<file path="src/logic/wwd_pkg.sv">
// Package with the register map, field layout and timing constants of the window watchdog.
`default_nettype none
package wwd_pkg;

  // ****************************************
  // Register offsets (byte addresses).
  // ****************************************
  localparam logic [7:0] WWD_CTRL_OFS = 8'h00;
  localparam logic [7:0] WWD_RELOAD_OFS = 8'h04;
  localparam logic [7:0] WWD_WINDOW_OFS = 8'h08;
  localparam logic [7:0] WWD_CMD_OFS = 8'h0C;
  localparam logic [7:0] WWD_COUNT_OFS = 8'h10;
  localparam logic [7:0] WWD_STATUS_OFS = 8'h14;

  // ****************************************
  // Field positions.
  // ****************************************
  localparam int WWD_CTRL_CLKSEL_BIT = 0;
  localparam int WWD_CTRL_PRESEL_BIT = 1;
  localparam int WWD_CMD_SERVICE_BIT = 0;
  localparam int WWD_CMD_DISABLE_BIT = 1;
  localparam int WWD_CMD_ENABLE_BIT = 2;
  localparam int WWD_ST_RUN_BIT = 0;
  localparam int WWD_ST_OVF_BIT = 1;
  localparam int WWD_ST_WIN_BIT = 2;

  // ****************************************
  // Prescaler ratios and reset values.
  // ****************************************
  localparam int WWD_CNT_W = 16;
  localparam int WWD_PRE_W = 14;
  localparam logic [WWD_PRE_W-1:0] WWD_DIV_SLOW_MAX = 14'h3FFF;
  localparam logic [WWD_PRE_W-1:0] WWD_DIV_FAST_MAX = 14'h00FF;
  // 0.13 s at 500 kHz over divide-by-256 is about 254 ticks: reload 0xFF02 counts 254 ticks.
  localparam logic [WWD_CNT_W-1:0] WWD_RELOAD_RST = 16'hFF02;
  localparam logic [WWD_CNT_W-1:0] WWD_WINDOW_RST = 16'h0000;
  localparam logic WWD_CLKSEL_RST = 1'b1;
  localparam logic WWD_PRESEL_RST = 1'b1;

  // ****************************************
  // Pulse width of the reset request in core clock cycles.
  // ****************************************
  localparam int WWD_REQ_NS = 80;
  localparam int WWD_CLK_NS = 10;
  localparam int WWD_REQ_CYC = (WWD_REQ_NS + WWD_CLK_NS - 1) / WWD_CLK_NS;

endpackage
`default_nettype wire

</file>
<file path="src/logic/wwd_top.sv">
// Window watchdog with APB register access and a reset request output.
`timescale 1ns/100ps
`default_nettype none
module wwd_top
  import wwd_pkg::*;
(
  input wire logic core_clk,
  input wire logic nrst,
  input wire logic wakeup_clk_tick,
  input wire logic psel,
  input wire logic penable,
  input wire logic pwrite,
  input wire logic [7:0] paddr,
  input wire logic [31:0] pwdata,
  output logic [31:0] prdata,
  output logic pready,
  output logic pslverr,
  output logic reset_request
);

  typedef enum logic [1:0] {WWD_IDLE, WWD_RUN, WWD_FIRE} wwd_state_e;

  // ****************************************
  // Wake-up clock edge detection.
  // ****************************************
  // The wake-up oscillator arrives as a pin level; two stages, then an edge detector after the second.
  logic wu_s1_q, wu_s2_q, wu_s3_q;
  always_ff @(posedge core_clk)
  begin
    if (!nrst)
    begin
      wu_s1_q <= 1'b0;
      wu_s2_q <= 1'b0;
      wu_s3_q <= 1'b0;
    end
    else
    begin
      wu_s1_q <= wakeup_clk_tick;
      wu_s2_q <= wu_s1_q;
      wu_s3_q <= wu_s2_q;
    end
  end
  wire logic wu_rise = wu_s2_q & ~wu_s3_q;

  // ****************************************
  // APB decode.
  // ****************************************
  wire logic apb_acc = psel & penable;
  wire logic wr_en = apb_acc & pwrite;
  wire logic hit_ctrl = (paddr == WWD_CTRL_OFS);
  wire logic hit_rel = (paddr == WWD_RELOAD_OFS);
  wire logic hit_win = (paddr == WWD_WINDOW_OFS);
  wire logic hit_cmd = (paddr == WWD_CMD_OFS);
  wire logic hit_cnt = (paddr == WWD_COUNT_OFS);
  wire logic hit_st = (paddr == WWD_STATUS_OFS);
  wire logic mapped = hit_ctrl | hit_rel | hit_win | hit_cmd | hit_cnt | hit_st;
  // Every access completes in its first access cycle, so the bus never sees a wait state.
  // Unmapped addresses answer with an error and ignore writes; reads of them return zero.
  assign pready = 1'b1;
  assign pslverr = apb_acc & ~mapped;

  // Commands act in the single access cycle only, so a held request cannot repeat them.
  wire logic cmd_wr = wr_en & hit_cmd;
  wire logic cmd_service = cmd_wr & pwdata[WWD_CMD_SERVICE_BIT];
  wire logic cmd_disable = cmd_wr & pwdata[WWD_CMD_DISABLE_BIT];
  wire logic cmd_enable = cmd_wr & pwdata[WWD_CMD_ENABLE_BIT];

  // ****************************************
  // Configuration registers.
  // ****************************************
  // A new prescaler ratio takes full effect once the prescaler has next wrapped.
  logic clksel_q, presel_q;
  logic [WWD_CNT_W-1:0] reload_q, window_q;
  always_ff @(posedge core_clk)
  begin
    if (!nrst)
    begin
      clksel_q <= WWD_CLKSEL_RST;
      presel_q <= WWD_PRESEL_RST;
      reload_q <= WWD_RELOAD_RST;
      window_q <= WWD_WINDOW_RST;
    end
    else
    begin
      if (wr_en && hit_ctrl)
      begin
        clksel_q <= pwdata[WWD_CTRL_CLKSEL_BIT];
        presel_q <= pwdata[WWD_CTRL_PRESEL_BIT];
      end
      if (wr_en && hit_rel)
        reload_q <= pwdata[WWD_CNT_W-1:0];
      if (wr_en && hit_win)
        window_q <= pwdata[WWD_CNT_W-1:0];
    end
  end

  // ****************************************
  // Prescaler and counter.
  // ****************************************
  wwd_state_e state_q, state_d;
  logic [WWD_PRE_W-1:0] pre_q;
  logic [WWD_CNT_W-1:0] cnt_q;
  logic [3:0] req_cnt_q;
  logic ovf_q, win_q;

  wire logic running = (state_q == WWD_RUN);
  wire logic src_tick = clksel_q ? wu_rise : 1'b1;
  wire logic [WWD_PRE_W-1:0] pre_max = presel_q ? WWD_DIV_FAST_MAX : WWD_DIV_SLOW_MAX;
  wire logic pre_wrap = src_tick & (pre_q == pre_max);
  wire logic cnt_tick = running & pre_wrap;
  // Refresh is forbidden while the count is still below the window boundary.
  wire logic in_window = (cnt_q < window_q);
  wire logic win_fault = running & cmd_service & in_window;
  wire logic good_service = running & cmd_service & ~in_window;
  wire logic overflow = cnt_tick & (cnt_q == {WWD_CNT_W{1'b1}});
  wire logic fault = overflow | win_fault;

  // While the request is being issued the watchdog is frozen and ignores commands.
  // A disable issued in that time is lost, so software must repeat it after the pulse.
  always_comb
  begin
    state_d = state_q;
    case (state_q)
      WWD_IDLE:
        if (cmd_enable)
          state_d = WWD_RUN;
      WWD_RUN:
        if (fault)
          state_d = WWD_FIRE;
        else if (cmd_disable)
          state_d = WWD_IDLE;
      WWD_FIRE:
        if (req_cnt_q == 4'(WWD_REQ_CYC - 1))
          state_d = WWD_RUN;
      default:
        state_d = WWD_RUN;
    endcase
  end

  always_ff @(posedge core_clk)
  begin
    if (!nrst)
      state_q <= WWD_RUN;
    else
      state_q <= state_d;
  end

  // A valid service also clears the prescaler, so every interval starts from a full period.
  always_ff @(posedge core_clk)
  begin
    if (!nrst || good_service || !running)
      pre_q <= '0;
    else if (src_tick)
      pre_q <= pre_wrap ? '0 : pre_q + 1'b1;
  end

  // A fault reloads the counter too, so the watchdog runs on at once after the pulse.
  always_ff @(posedge core_clk)
  begin
    if (!nrst)
      cnt_q <= WWD_RELOAD_RST;
    else if (good_service || fault || (state_q == WWD_IDLE && cmd_enable))
      cnt_q <= reload_q;
    else if (cnt_tick)
      cnt_q <= cnt_q + 1'b1;
  end

  always_ff @(posedge core_clk)
  begin
    if (!nrst)
      req_cnt_q <= '0;
    else if (state_q == WWD_FIRE)
      req_cnt_q <= req_cnt_q + 1'b1;
    else
      req_cnt_q <= '0;
  end

  // Sticky cause flags; a new fault in the clearing cycle wins over the clear.
  wire logic st_clr_ovf = wr_en & hit_st & pwdata[WWD_ST_OVF_BIT];
  wire logic st_clr_win = wr_en & hit_st & pwdata[WWD_ST_WIN_BIT];
  always_ff @(posedge core_clk)
  begin
    if (!nrst)
    begin
      ovf_q <= 1'b0;
      win_q <= 1'b0;
    end
    else
    begin
      ovf_q <= overflow | (ovf_q & ~st_clr_ovf);
      win_q <= win_fault | (win_q & ~st_clr_win);
    end
  end

  // The request is registered so that it reaches the reset logic free of decode glitches.
  always_ff @(posedge core_clk)
  begin
    if (!nrst)
      reset_request <= 1'b0;
    else
      reset_request <= (state_d == WWD_FIRE);
  end

  // ****************************************
  // Read data.
  // ****************************************
  wire logic [31:0] rd_mux =
    hit_ctrl ? {30'h0, presel_q, clksel_q} :
    hit_rel ? {16'h0, reload_q} :
    hit_win ? {16'h0, window_q} :
    hit_cnt ? {16'h0, cnt_q} :
    hit_st ? {29'h0, win_q, ovf_q, running} : 32'h0;

  // Read data are captured in the setup cycle and stand through the access phase and after it.
  always_ff @(posedge core_clk)
  begin
    if (!nrst)
      prdata <= 32'h0;
    else if (psel && !penable && !pwrite)
      prdata <= rd_mux;
  end

endmodule // wwd_top
`default_nettype wire

</file>
<file path="config.mk">
export PLATFORM = sky130hd
export DESIGN_NAME = wwd_top
export DESIGN_NICKNAME = d
export VERILOG_FILES = /design/src/logic/wwd_pkg.sv /design/src/logic/wwd_top.sv
export SDC_FILE = /design/constraint.sdc
export NUM_CORES = 1
export LEC_CHECK = 0
export ABC_AREA = 0
export BUFFER_PORTS_ARGS = -buffer_cell sky130_fd_sc_hd__buf_4
export CORE_MARGIN = 4
export CORE_UTILIZATION = 45
export CTS_BUF_LIST = sky130_fd_sc_hd__clkbuf_16
export CTS_CLUSTER_SIZE = 10
export DETAILED_ROUTE_END_ITERATION = 6
export PLACE_DENSITY = 0.69
export SKIP_CTS_REPAIR_TIMING = 1
export SYNTH_ARGS = -nofsm -noshare
export SYNTH_HDL_FRONTEND = slang
export SYNTH_SLANG_ARGS = --single-unit
</file>
<file path="constraint.sdc">
create_clock -name core_clk -period 3.97 [get_ports core_clk]
set_input_delay 0.5955 -clock core_clk [delete_from_list [all_inputs] [get_ports core_clk]]
set_output_delay 0.5955 -clock core_clk [all_outputs]
set_load 0.05 [all_outputs]
</file>
* Word level (Yosys, flattened, before mapping)
Cells that the tools add are included. W data, S select, Z words.
Cells by class: $add $sub $neg 3, $lt $le $gt $ge 1, equal/unequal tests 11, multiplexer cells 15, bitwise operators 32, reduce and logical (&&, ||, !) cells 18
Operators by type and width (count):
- $mux W16 | 6
- $mux W14 | 2
- $and A1 B1 Y1 | 19
- $add A16 B1 Y16 const B | 1
- $eq A16 B16 Y1 const B | 1
- $eq A8 B4 Y1 const B | 2
- $eq A8 B5 Y1 const B | 2
- $lt A16 B16 Y1 | 1
- $add A14 B1 Y14 const B | 1
- $eq A14 B14 Y1 | 1
- $eq A8 B3 Y1 const B | 1
- $logic_not A8 Y1 | 1
- $mux W2 | 4
- $or A1 B1 Y1 | 8
- $logic_and A1 B1 Y1 | 6
- $pmux W2 S3 | 1
- $not A1 Y1 | 5
- $add A4 B1 Y4 const B | 1
- $eq A2 B2 Y1 const B | 2
- $eq A4 B3 Y1 const B | 1
- $logic_not A1 Y1 | 4
- $logic_or A1 B1 Y1 | 4
- $mux W3 | 1
- $eq A2 B1 Y1 const B | 1
- 4 further kinds | 4
Storage, ports and cells: bits in registers 108, bits of input ports 46, output and inout port bits 35, logic and storage cells 95

* Depth between registers and ports, before layout
word-level depth 10, mapped depth 9, gate-level depth less buffers 8

* Worst setup path after synthesis
OpenSTA, ideal clock, no wires.
path type input to output, start input port paddr[4], end output port pslverr, arrival 2.319 ns, path slack 1.055 ns, stages on the path 4, buffers on the path 1, path through clkbuf_1 nor4_2 and2_1 a211oi_1
Between the ends: longest elaborated chain between the ends 8, elaborated cells on any way between the ends 13, classes of those cells eq/ne: 5; bitwise: 7; reduce/logical: 1
Ends and longest elaborated chain:
- from (decl) | RTL line wwd_top.sv:13 | input wire logic [7:0] paddr,
- $eq A8 B3 Y1 / $logic_not A8 Y1 (equally long branches) | RTL line wwd_top.sv:51, wwd_top.sv:50
- $or A1 B1 Y1 (4 in series) | RTL line wwd_top.sv:56 | wire logic mapped = hit_ctrl | hit_rel | hit_win | hit_cmd | hit_cnt | hit_st;
- $or A1 B1 Y1 (*) | RTL line wwd_top.sv:56
- $not A1 Y1 (*) | RTL line wwd_top.sv:60 | assign pslverr = apb_acc & ~mapped;
- $and A1 B1 Y1 (*) | RTL line wwd_top.sv:60
- to (decl) | RTL line wwd_top.sv:17 | output logic pslverr,
Mark *: on every way between the ends. The rest lies on a longest branch, timed or not.

* Worst setup path in the final report
start register cnt_q[6], end register cnt_q[11]
Between the ends: longest elaborated chain between the ends 6, elaborated cells on any way between the ends 13, classes of those cells add/sub: 1; order compare: 1; eq/ne: 1; mux: 2; bitwise: 5; reduce/logical: 3
Ends and longest elaborated chain:
- from (decl) | RTL line wwd_top.sv:102 | logic [WWD_CNT_W-1:0] cnt_q;
- from (signal assigned) | RTL line wwd_top.sv:163 | cnt_q <= reload_q;
- from (signal assigned) | RTL line wwd_top.sv:165 | cnt_q <= cnt_q + 1'b1;
- $lt A16 B16 Y1 / $eq A16 B16 Y1 (equally long branches) | RTL line wwd_top.sv:112, wwd_top.sv:115
- $and A1 B1 Y1, or another cell as far along | RTL line wwd_top.sv:113 | wire logic win_fault = running & cmd_service & in_window;
- $or A1 B1 Y1 / $and A1 B1 Y1 (equally long branches) | RTL line wwd_top.sv:116, wwd_top.sv:114
- $logic_or A1 B1 Y1 (2 in series) | RTL line wwd_top.sv:162 | else if (good_service || fault || (state_q == WWD_IDLE && cmd_enable))
- $mux W16 / $reduce_bool A2 Y1 (equally long branches)
Parallel ways exist; a longest one is shown, timed or not. The select of a mux whose other input is x is not followed. A chain may end at the register's enable or synchronous reset.

==> impl_results.md <==
* DRT Pass-1 Iters at 5
* Total Power at 1.96 mW
* Worst Setup End Kind: flop
* Final Util at between 50 and 60%
* Avg Cell Area, Syn at roughly 7.9 um2
* Crit path max fanout at 10
* Yosys warning total at 0
* #FFs+latches synth at 92
* Min Hold Slack at roughly 0.44 ns
* DRT iter0 DRCs at 398
* Multi-input gate area at 2840 um2
* # rows at 38
* Initial cell density of the core at 45.8%
* Clock power frac at 47.2%
* RSZ-0062 raised after global routing: no
* Initial antenna violation count at 0
* Reg power frac at 47.2%
* Pin count of the biggest net entering global routing at 46
* CORE AREA at 10,800 um2
* Vias per cell at around 5.7
* Later-pin clock latency in the skew report at 0.35 ns
* Max cap viols at 0
* Hold Path Cell Cnt at 1
* Status: finished, final reports clean
* CP Launch Type: flop
* Layout cell share with drive strength beyond 1 at 11.9%
* GRT Total Usage at 21.0%
* Pleak at about 2.1 nW
* Gate Count Post-Synth at 632
* Async SR Flop Fraction at 0%
* Die Y-Extent at 113 um
* Tcrit/Tclk final at approximately 70%
* H-tree levels at 3
* Fin. max-slew vios at 0
* Diode count at 0
* Synth unique cells at 68
* Power per standard cell area at 349 nW/um2
* CTS Root Cell: clkbuf_16
* CTS tree: done
* Reg2reg setup slack at 1.22 ns
* Sw frac at 23.3%
* DRC Markers at 0
* Slew headroom at ~30%
* CP Data Required Time at 4.21 ns
* TritonCTS buffer count at 9
* Hold crit path type: reg -> reg
* VDD IR-drop max at about 240 uV
* Vias at 4,575
* # port buffers at between 40 and 50
* Final net count at 721
* Commonest non-fill, non-tap cell in the layout: nand2_1
* ANT nets after route at 0
* Reg clk slew, reported paths at 0.07 ns
* Top_reg_cell synth: dfxtp_1
* Mapped Area at 4970 um2
* Ports at 81
* Tmin final at roughly 2.8 ns
* Worst hold start: wu_s1_q
* Hold Vio Cnt, Final at 0
* Setup TNS at 0 ns
* Detailed Route WL at 13.0 mm
* Area grow syn2layout at 13.2%
* Most frequent cells in the layout: nand2_1 (137), dfxtp_1 (92), a21oi_1 (51)
* Reg-to-Reg End: cnt_q[11]
* Setup crit start: cnt_q[6]
* Die width at 113 um
* Gpl congestion at 0.879
* Vias in the first global route at 4,476
* Clk buf depth at 2
* FF-to-FF path depth at 6
* Hold endpoint: wu_s2_q
* Reg-to-Reg Start: cnt_q[6]
* Critical Path AT at 3.00 ns
* WL/cell at 16.2 um
* Least-Margin Pin Slew at 1.03 ns
* Filler Cell Count at 1,029
* Sequential-to-total area share from yosys stat at 37.1%
* Register area at 1840 um2
* Max Clk Rate at about 360 MHz
* GR Overflow Total at 0
* P_sw at about 0.46 mW
* Clock Sinks at 92
* Internal power at 1.50 mW
* First-pass GRT wire length at about 22 mm
* Kind of critical path: reg -> reg
* Hpwl dp at 9.16 mm
* Post-synth EDFFs at 0
* Final setup violation count at 0
* Overall die area at between 10,000 and 15,000 um2
* Comb pwr share at 5.6%
* Skew final at between 0.007 and 0.008 ns
## worst max path at each step
stage                        end  slack (ns)  cells after the start
finish                 cnt_q[11]        1.22                      6
global route           cnt_q[11]        0.99                      6
CTS                    cnt_q[11]        1.25                      6
detailed placement   window_q[6]        1.03                      8
global placement    window_q[15]        1.11                      8
floorplan                pslverr        1.06                      4
## cell type report
| cell class | count | area share, % |
|---|---|---|
| Multi-Input combinational cell | 483 | 50.4 |
| Timing Repair Buffer | 50 | 6.68 |
| Sequential cell | 92 | 32.8 |
| Inverter | 21 | 1.40 |
| Tap cell | 140 | 3.12 |
| Clock inverter | 7 | 1.60 |
| Clock buffer | 9 | 4.01 |
## cell usage after synthesis (all sizes together), types with 2 or more instances
cell type,count,area (um2)
and3,13,81.3
a31oi,6,37.5
xor2,4,35.0
nand2,137,514
buf,22,159
o21ai,19,95.1
a21o,15,113
or3,2,12.5
conb,2,7.51
a21oi,51,255
nor4,4,61.3
dfxtp,92,1840
a2bb2oi,2,17.5
and2,10,62.6
nor3,16,85.1
nor2,27,101
o2bb2ai,2,17.5
ha,18,225
nor2b,8,50.1
a22oi,16,125
nor3b,3,27.5
a211oi,6,45.0
a22o,2,17.5
o211ai,7,52.6
o311ai,2,17.5
a31o,2,17.5
or4,4,33.8
a41oi,3,26.3
clkbuf,29,109
o21a,6,45.0
inv,21,78.8
and4,7,61.3
xnor2,9,78.8
nand2b,4,25.0
nand4b,2,17.5
mux2i,2,20.0
a211o,3,26.3
a222oi,2,20.0
nand3,21,105
nand4,14,87.6
## power groups by stage
stage                     sequential [mW]  combinational (mW)  clock [mW]
final                               0.926               0.110       0.925
after CTS                           0.926               0.109       0.940
after global routing                0.926               0.118       0.980
after detailed placement            0.947               0.109           0
after global placement              0.947               0.108           0
after floorplan                     0.947              0.0833           0
## sequential cells by signal, summed over array words and instances (netlist names), 2 cells and up
| signal | cells |
|---|---|
| cnt_q | 16 |
| prdata | 16 |
| reload_q | 16 |
| pre_q | 14 |
| window_q | 16 |
| req_cnt_q | 4 |
| state_q | 2 |
## through the flow
stage / cells / area, um2 / setup WS (ns)
floorplan: 647 / 5020 / 1.06
global placement: 786 / 5310 / 1.11
detailed placement: 786 / 5310 / 1.03
CTS: 802 / 5620 / 1.25
global route: 802 / 5620 / 0.987
finish: 802 / 5620 / 1.22
## worst max-delay path, stage by stage, from the launching register on
cell     delay (ns)
dfxtp_1        0.49
and3_1         0.24
and3_1         0.36
nand2_1        0.17
o41ai_2        0.91
nand2_1        0.24
o21a_1         0.22
## cells by family (layout without fill, tap and decap cells)
family	Yosys count	in the layout	share of synthesized area, %
DFF	92	92	37.1
AOI/OAI and AO/OA	154	154	20.6
buffers and inverters	72	87	6.98
adders and majority gates	18	18	4.53
muxes	3	3	0.630
other	2	17	0.151
and+or+nand+nor	278	278	27.7
xor gates and xnor gates	13	13	2.29
## routing by layer
metal | share of wire [%] | vias to the layer above | track usage [%]
met5 | 0 | - | 0
met4 | 2.7 | 0 | 10.7
met3 | 5.6 | 23 | 3.64
met2 | 46 | 155 | 32.5
met1 | 45 | 2138 | 28.2
li1 | - | 2259 | -
Note: power is estimated with default switching activity, not from simulation.
